File: config.mk
export PLATFORM = sky130hd
export DESIGN_NAME = mad_decoder
export DESIGN_NICKNAME = d
export VERILOG_FILES = /design/src/rtl/mad_pkg.sv /design/src/rtl/mad_sext.sv /design/src/rtl/mad_decoder.sv
export SDC_FILE = /design/constraint.sdc
export NUM_CORES = 1
export LEC_CHECK = 0
export ABC_CLOCK_PERIOD_IN_PS = 2100
export BUFFER_PORTS_ARGS = -buffer_cell sky130_fd_sc_hd__clkbuf_2
export CAP_MARGIN = 15
export CORE_AREA = 4 4 99 63
export CTS_BUF_LIST = sky130_fd_sc_hd__clkbuf_16
export CTS_CLUSTER_DIAMETER = 60
export CTS_CLUSTER_SIZE = 30
export DETAILED_ROUTE_END_ITERATION = 16
export DIE_AREA = 0 0 103 67
export GPL_TIMING_DRIVEN = 0
export PLACE_DENSITY = 0.84
export SYNTH_ARGS = -nofsm -noshare
export SYNTH_HDL_FRONTEND = slang
export SYNTH_SLANG_ARGS = --single-unit
export TNS_END_PERCENT = 20
File: constraint.sdc
create_clock -name clk_sys -period 2.1 [get_ports clk_sys]
set_clock_uncertainty 0.1 [all_clocks]
set_input_delay 0.105 -clock clk_sys [delete_from_list [all_inputs] [get_ports clk_sys]]
set_output_delay 0.105 -clock clk_sys [all_outputs]
set_load 0.005 [all_outputs]
File: src/rtl/mad_pkg.sv
// Shared constants and types of the addressing byte decoder
package mad_pkg;

    // ------------------------------------------------------------
    // Addressing byte field positions
    // ------------------------------------------------------------
    localparam int MOD_MSB = 7;
    localparam int MOD_LSB = 6;
    localparam int REG_MSB = 5;
    localparam int REG_LSB = 3;
    localparam int RM_MSB = 2;
    localparam int RM_LSB = 0;

    // ------------------------------------------------------------
    // Mode field codes
    // ------------------------------------------------------------
    localparam logic [1:0] MOD_NO_DISP = 2'h0;
    localparam logic [1:0] MOD_DISP_BYTE = 2'h1;
    localparam logic [1:0] MOD_DISP_WIDE = 2'h2;
    localparam logic [1:0] MOD_REGISTER = 2'h3;

    // ------------------------------------------------------------
    // Special register/memory codes
    // ------------------------------------------------------------
    localparam logic [2:0] RM_DIRECT_16 = 3'h6;
    localparam logic [2:0] RM_SIB = 3'h4;
    localparam logic [2:0] RM_DIRECT_32 = 3'h5;

    // ------------------------------------------------------------
    // General register numbers, same order for 16 and 32 bits
    // ------------------------------------------------------------
    localparam logic [2:0] GR_ACC = 3'h0;
    localparam logic [2:0] GR_COUNT = 3'h1;
    localparam logic [2:0] GR_DATA = 3'h2;
    localparam logic [2:0] GR_BASE = 3'h3;
    localparam logic [2:0] GR_STACK = 3'h4;
    localparam logic [2:0] GR_FRAME = 3'h5;
    localparam logic [2:0] GR_SRC_IDX = 3'h6;
    localparam logic [2:0] GR_DEST_IDX = 3'h7;

    // Displacement that follows the addressing byte
    typedef enum logic [1:0] {
        DISP_NONE,
        DISP_BYTE,
        DISP_HALFWORD,
        DISP_WORD
    } mad_disp_e;

    // Size of a register operand
    typedef enum logic [1:0] {
        OPSZ_BYTE,
        OPSZ_HALFWORD,
        OPSZ_WORD
    } mad_opsz_e;

endpackage : mad_pkg

File: src/rtl/mad_sext.sv
// Displacement extender to the current address width
`timescale 1ns/100ps

module mad_sext #(
    parameter int WIDTH = 32
) (
    input wire logic [WIDTH-1:0] disp_raw,
    input wire mad_pkg::mad_disp_e disp_size,
    input wire logic addr_32,
    output logic [WIDTH-1:0] disp_ext
);

    // ------------------------------------------------------------
    // Parameter check
    // ------------------------------------------------------------
    if (WIDTH != 32) begin : g_width_check
        $error("mad_sext: WIDTH must be 32");
    end

    // ------------------------------------------------------------
    // Extension
    // ------------------------------------------------------------
    // Byte displacement fills 16 or 32 bits with its sign bit
    always_comb begin
        disp_ext = '0;
        unique case (disp_size)
            mad_pkg::DISP_NONE: begin
                disp_ext = '0;
            end
            mad_pkg::DISP_BYTE: begin
                if (addr_32) begin
                    disp_ext = {{(WIDTH-8){disp_raw[7]}}, disp_raw[7:0]}; // [RULE_12]
                end else begin
                    disp_ext = {{(WIDTH-16){1'b0}}, {8{disp_raw[7]}}, disp_raw[7:0]}; // [RULE_12]
                end
            end
            mad_pkg::DISP_HALFWORD: begin
                disp_ext = {{(WIDTH-16){1'b0}}, disp_raw[15:0]};
            end
            mad_pkg::DISP_WORD: begin
                disp_ext = disp_raw;
            end
        endcase
    end

endmodule : mad_sext

File: src/rtl/mad_decoder.sv
// Addressing byte decoder: address recipe or register operand
//
// Functional notes
// RULE_01 - 16-bit mode 00 forms, displacement only code 110
// RULE_02 - 16-bit 00/110 is direct halfword, data segment
// RULE_03 - 16-bit mode 01 byte, 10 halfword displacement
// RULE_04 - 16-bit frame pointer forms use stack segment
// RULE_05 - Mode 11, width 0 selects byte registers
// RULE_06 - Mode 11, width 1, 16-bit data: halfword registers
// RULE_07 - Mode 11, width 1, 32-bit data: word registers
// RULE_08 - 32-bit code 100 in memory modes announces index byte
// RULE_09 - 32-bit 00/101 direct word, else base plus displacement
// RULE_10 - 32-bit frame pointer base uses stack segment
// RULE_11 - Address width picks the 16 or 32-bit table
// RULE_12 - Byte displacement sign-extended to address width
`timescale 1ns/100ps

module mad_decoder #(
    parameter int DISP_W = 32
) (
    input wire logic clk_sys,
    input wire logic sys_rst,
    input wire logic in_valid,
    input wire logic [7:0] modrm,
    input wire logic addr_32,
    input wire logic data_32,
    input wire logic width_bit,
    input wire logic [DISP_W-1:0] disp_raw,
    output logic out_valid,
    output logic out_is_reg,
    output logic [2:0] out_reg_num,
    output logic out_reg_high,
    output mad_pkg::mad_opsz_e out_reg_size,
    output logic [2:0] out_reg_field,
    output logic out_base_valid,
    output logic [2:0] out_base,
    output logic out_index_valid,
    output logic [2:0] out_index,
    output mad_pkg::mad_disp_e out_disp_size,
    output logic [DISP_W-1:0] out_disp,
    output logic out_seg_stack,
    output logic out_sib_follows
);

    // ------------------------------------------------------------
    // Parameter check
    // ------------------------------------------------------------
    if (DISP_W != 32) begin : g_width_check
        $error("mad_decoder: DISP_W must be 32");
    end

    // ------------------------------------------------------------
    // Field split
    // ------------------------------------------------------------
    logic [1:0] mod_f;
    logic [2:0] rm_f;
    assign mod_f = modrm[mad_pkg::MOD_MSB:mad_pkg::MOD_LSB];
    assign rm_f = modrm[mad_pkg::RM_MSB:mad_pkg::RM_LSB];

    // ------------------------------------------------------------
    // Next-state signals
    // ------------------------------------------------------------
    logic next_valid;
    logic next_is_reg;
    logic [2:0] next_reg_num;
    logic next_reg_high;
    mad_pkg::mad_opsz_e next_reg_size;
    logic [2:0] next_reg_field;
    logic next_base_valid;
    logic [2:0] next_base;
    logic next_index_valid;
    logic [2:0] next_index;
    mad_pkg::mad_disp_e next_disp_size;
    logic [DISP_W-1:0] next_disp;
    logic next_seg_stack;
    logic next_sib_follows;
    logic [DISP_W-1:0] disp_ext;

    // Displacement widened to the address width of this instruction
    mad_sext #(
        .WIDTH(DISP_W)
    ) u_sext (
        .disp_raw(disp_raw),
        .disp_size(next_disp_size),
        .addr_32(addr_32),
        .disp_ext(disp_ext)
    );

    // ------------------------------------------------------------
    // Decode
    // ------------------------------------------------------------
    // Fields hold their last value between accepted bytes
    always_comb begin
        next_valid = in_valid;
        next_is_reg = out_is_reg;
        next_reg_num = out_reg_num;
        next_reg_high = out_reg_high;
        next_reg_size = out_reg_size;
        next_reg_field = out_reg_field;
        next_base_valid = out_base_valid;
        next_base = out_base;
        next_index_valid = out_index_valid;
        next_index = out_index;
        next_disp_size = out_disp_size;
        next_seg_stack = out_seg_stack;
        next_sib_follows = out_sib_follows;
        if (in_valid) begin
            next_is_reg = 1'b0;
            next_reg_num = 3'h0;
            next_reg_high = 1'b0;
            next_reg_size = mad_pkg::OPSZ_BYTE;
            next_reg_field = modrm[mad_pkg::REG_MSB:mad_pkg::REG_LSB];
            next_base_valid = 1'b0;
            next_base = 3'h0;
            next_index_valid = 1'b0;
            next_index = 3'h0;
            next_disp_size = mad_pkg::DISP_NONE;
            next_seg_stack = 1'b0;
            next_sib_follows = 1'b0;
            if (mod_f == mad_pkg::MOD_REGISTER) begin
                // Register operand, same in both address widths
                next_is_reg = 1'b1;
                if (!width_bit) begin
                    next_reg_num = {1'b0, rm_f[1:0]}; // [RULE_05]
                    next_reg_high = rm_f[2]; // [RULE_05]
                    next_reg_size = mad_pkg::OPSZ_BYTE; // [RULE_05]
                end else if (data_32) begin
                    next_reg_num = rm_f; // [RULE_07]
                    next_reg_size = mad_pkg::OPSZ_WORD; // [RULE_07]
                end else begin
                    next_reg_num = rm_f; // [RULE_06]
                    next_reg_size = mad_pkg::OPSZ_HALFWORD; // [RULE_06]
                end
            end else if (!addr_32) begin
                // 16-bit table [RULE_11]
                unique case (mod_f)
                    mad_pkg::MOD_DISP_BYTE: next_disp_size = mad_pkg::DISP_BYTE; // [RULE_03]
                    mad_pkg::MOD_DISP_WIDE: next_disp_size = mad_pkg::DISP_HALFWORD; // [RULE_03]
                    default: next_disp_size = mad_pkg::DISP_NONE; // [RULE_01]
                endcase
                // Index is source index for even codes, dest index for odd
                next_index_valid = (rm_f <= 3'h5); // [RULE_01]
                next_index = rm_f[0] ? mad_pkg::GR_DEST_IDX : mad_pkg::GR_SRC_IDX;
                next_base_valid = (rm_f <= 3'h3) || (rm_f >= 3'h6); // [RULE_01]
                next_base = (rm_f == 3'h2 || rm_f == 3'h3 || rm_f == 3'h6) ?
                    mad_pkg::GR_FRAME : mad_pkg::GR_BASE;
                if (mod_f == mad_pkg::MOD_NO_DISP && rm_f == mad_pkg::RM_DIRECT_16) begin
                    next_base_valid = 1'b0; // [RULE_02]
                    next_disp_size = mad_pkg::DISP_HALFWORD; // [RULE_02]
                end
                // Frame pointer forms default to the stack segment
                next_seg_stack = next_base_valid && (next_base == mad_pkg::GR_FRAME); // [RULE_04]
            end else begin
                // 32-bit table [RULE_11]
                unique case (mod_f)
                    mad_pkg::MOD_DISP_BYTE: next_disp_size = mad_pkg::DISP_BYTE; // [RULE_09]
                    mad_pkg::MOD_DISP_WIDE: next_disp_size = mad_pkg::DISP_WORD; // [RULE_09]
                    default: next_disp_size = mad_pkg::DISP_NONE; // [RULE_09]
                endcase
                if (rm_f == mad_pkg::RM_SIB) begin
                    // Base and index come from the following byte
                    next_sib_follows = 1'b1; // [RULE_08]
                end else if (mod_f == mad_pkg::MOD_NO_DISP && rm_f == mad_pkg::RM_DIRECT_32) begin
                    next_disp_size = mad_pkg::DISP_WORD; // [RULE_09]
                end else begin
                    next_base_valid = 1'b1; // [RULE_09]
                    next_base = rm_f; // [RULE_09]
                    next_seg_stack = (rm_f == mad_pkg::GR_FRAME); // [RULE_10]
                end
            end
        end
    end

    // Displacement value follows the decoded size
    always_comb begin
        next_disp = in_valid ? disp_ext : out_disp;
    end

    // ------------------------------------------------------------
    // Output registers
    // ------------------------------------------------------------
    always_ff @(posedge clk_sys) begin
        if (sys_rst) begin
            out_valid <= 1'b0;
            out_is_reg <= 1'b0;
            out_reg_num <= 3'h0;
            out_reg_high <= 1'b0;
            out_reg_size <= mad_pkg::OPSZ_BYTE;
            out_reg_field <= 3'h0;
            out_base_valid <= 1'b0;
            out_base <= 3'h0;
            out_index_valid <= 1'b0;
            out_index <= 3'h0;
            out_disp_size <= mad_pkg::DISP_NONE;
            out_disp <= '0;
            out_seg_stack <= 1'b0;
            out_sib_follows <= 1'b0;
        end else begin
            out_valid <= next_valid;
            out_is_reg <= next_is_reg;
            out_reg_num <= next_reg_num;
            out_reg_high <= next_reg_high;
            out_reg_size <= next_reg_size;
            out_reg_field <= next_reg_field;
            out_base_valid <= next_base_valid;
            out_base <= next_base;
            out_index_valid <= next_index_valid;
            out_index <= next_index;
            out_disp_size <= next_disp_size;
            out_disp <= next_disp;
            out_seg_stack <= next_seg_stack;
            out_sib_follows <= next_sib_follows;
        end
    end
endmodule : mad_decoder

==> out/metrics.yaml <==
clk-insertion-delay-late_ns: 0.29
grt_pass1_vias: 2184
slew_viol_final: 0
routed_wl_um: 6750
die_y_um: 67
grt_setup_unrepaired: "false"
p_per_area_nw_per_um2: 668
wire_per_inst_um: 15.1
clockPowerShare_pct: 36.4
dp_hpwl_um: 5110
clock-sinks: 54
hold_viol_final: 0
cts_tree: "done"
fill_cells: 456
timing.fmax_mhz: 534
drtPass1Iterations: 4
synthCells: 254
place.gp.congestion: 0.831
rr_startpoint: "out_disp_size[0]$_SDFF_PP0_"
grt_max_degree: 18
maxSlewHeadroom_pct: 53.6
status: "finished, final reports clean"
cp_num_cells: 8
synth.avg_cell_area_um2: 9.81
leakage_nw: 1.54
grt_pass1_wl_um: 10500
crit_start: "modrm[6]"
top_register: "out_disp"
drtIter0Drc: 109
synth_seq_cells: 54
grt_antenna_before_repair: 0
place_area_um2: 3070
tns_ns: 0
internal-power_w: 0.00168
finalSetupViolCount: 0
ys_seq_area_share_pct: 43.4
avgViaCountPerCell: 5.33
rows: 21
drive_gt1_share_pct: 34.8
path_class: "input port to register"
ys_warn_count: 0
startpoint_type: "input port"
period_share_pct: 89.1
die_w_um: 103
netSwitchingFraction_pct: 26.0
largest_reg_flops: 32
final_area_um2: 3390
hold_class: "input port to register"
clk_path_buf_depth: 2
synth.cell_area_um2: 2490
fin_crit_ns: 1.87
min_path_cells: 3
p_seq_share_pct: 47.7
synth_ff_type: "dfxtp_1"
cp.required_ns: 2.19
area_growth_pct: 36.2
via_count: 2386
start_util_pct: 46.0
cts_resized: 0
max_cap_violations: 0
nNetsFinal: 428
coreArea_um2: 5410
synth_edf_count: 0
slowest_stage: "a311oi_4"
r2r_cells: 5
worst_ep_arrival_time_ns: 1.97
peakVddDrop_mv: 0.350
synth_cell_types: 44
synth_nets: 304
cpLargestDelayFamily: "compound AO/OA/AOI/OAI gates"
crit_buf_inv: 2
overflow: 0
clk_pin_slew_ns: 0.07
numCtsBuffers: 5
critPathMaxFanout: 6
tightestPinTransition_ns: 0.693
hp-start: "disp_raw[10]"
synthArstFlopShare_pct: 0
portBuffers: 99
die_area_um2: 6900
power_switching_w: 0.000589
worstSetupEndpointType: "register"
drc_errors: 0
root_buffer: "clkbuf_16"
ant_nets: 0
power_frac_comb_pct: 15.9
n_antenna_cell: 0
htree_levels: 2
grt_usage_pct: 19.4
crit_path_max_incr_delay_ns: 0.39
io_pins: 101
path_cells: "clkbuf_2 -> inv_1 -> ha_1 -> nand4b_2 -> a311oi_4 -> o21ai_2 -> or2_1 -> a311oi_1"
-- timing repair --
item                                    CTS  global route
hold buffers                             15             0
setup buffers                             0             3
endpoints found under the hold margin    15             0
endpoints found under the setup margin    0            15
-- power groups by stage --
| stage | combinational (W) | sequential [W] | clock [W] |
|---|---|---|---|
| 6_report | 0.000359 | 0.00108 | 0.000825 |
| 5_1_grt | 0.000397 | 0.00108 | 0.000882 |
| 4_1_cts | 0.000355 | 0.00108 | 0.000835 |
| 3_5_place_dp | 0.000332 | 0.00110 | 0 |
| 3_3_place_gp | 0.000325 | 0.00110 | 0 |
| 2_1_floorplan | 0.000198 | 0.00110 | 0 |
-- through the flow --
step           util [%]  cells  total power [W]  hold slack [ns]  setup WS (ns)
2_1_floorplan         -    254          0.00130            0.131          0.296
3_3_place_gp       56.8    422          0.00143            0.224         -0.141
3_5_place_dp       56.8    422          0.00144            0.222         -0.227
4_1_cts            62.3    445          0.00227           0.0166         0.0730
5_1_grt            62.7    448          0.00236          0.00505         0.0582
6_report           62.7    448          0.00226           0.0225          0.228
-- area by class of cell --
cell class,instances,area (um^2),area share [%]
Multi-Input combinational cell,169,1230,36.4
Sequential cell,54,1080,31.9
Timing Repair Buffer,117,668,19.7
Buffer,23,145,4.28
Clock buffer,5,125,3.69
Tap cell,69,86.3,2.55
Inverter,8,30.0,0.885
Clock inverter,3,21.3,0.627
-- tightest hold or removal path, cell delays in order --
cell and delay (ns):
clkbuf_2 0.09, nand2_1 0.07, a311oi_2 0.09
-- cell usage after synthesis, types with 2 or more instances --
master    instances  area share (%)
dfxtp_1          54              43
a311oi_1          4             1.4
a21oi_1          11             2.2
ha_1              4             2.0
nand2b_1          5             1.3
buf_4             3            0.90
clkbuf_1          5            0.75
nand4b_1          2            0.70
nand3_1           3            0.60
o21ai_1           9             1.8
o21ai_0           8             1.6
a31oi_1           2            0.50
inv_1             7             1.1
a22o_1           27             9.5
buf_12            2             1.6
nand2_1          16             2.4
buf_1             6            0.90
a22oi_1           3            0.90
nand4_1           2            0.50
nor2b_1           4             1.0
buf_2             6             1.2
a32oi_1           2            0.70
nor2_1           23             3.5
mux2i_1          26              10
-- path summary, 6_finish.rpt --
| path | to | slack (ns) |
|---|---|---|
| hold reg to reg | out_reg_num[1]$_SDFFE_PP0P_ | 0.37 |
| setup reg to reg | out_disp[15]$_SDFFE_PP0P_ | 0.28 |
| setup / recovery | out_disp[15]$_SDFFE_PP0P_ | 0.23 |
| hold / removal | out_disp[10]$_SDFFE_PP0P_ | 0.02 |
-- cell usage in the layout, fill, tap and decap left out, types with 2 or more instances in the layout --
cell type / netlist / layout
a21oi_1: 11 / 11
a22o_1: 27 / 27
a22oi_1: 3 / 3
a311oi_1: 4 / 4
a31oi_1: 2 / 2
a32oi_1: 2 / 2
buf_1: 6 / 6
buf_12: 2 / 2
buf_2: 6 / 6
buf_4: 3 / 6
clkbuf_1: 5 / 5
clkbuf_16: 0 / 5
clkbuf_2: 0 / 99
clkinv_4: 0 / 2
dfxtp_1: 54 / 54
dlygate4sd3_1: 0 / 15
ha_1: 4 / 4
inv_1: 7 / 7
mux2i_1: 26 / 26
nand2_1: 16 / 16
nand2b_1: 5 / 5
nand3_1: 3 / 3
nand4_1: 2 / 2
nand4b_1: 2 / 2
nor2_1: 23 / 23
nor2b_1: 4 / 4
o21ai_0: 8 / 8
o21ai_1: 9 / 9
-- logic make-up (layout without fill, tap and decap cells) --
group	Yosys count	after routing	synth area share (%)
flip-flops	54	54	43.4
AO/OA/AOI/OAI	77	77	23.9
buffers and inverters	31	156	7.03
adder cells (fa/ha/maj)	4	4	2.01
AND/OR/NAND/NOR	62	62	13.2
multiplexers	26	26	10.4
-- metal layers --
metal	wire length [um]	global-route usage [%]	part of all wire, %
met1	3260	27.3	48
met2	2780	28.4	41
met3	647	6.49	9.6
met4	56	4.68	0.83
met5	0	0	0
Note: power is estimated with default switching activity, not from simulation.
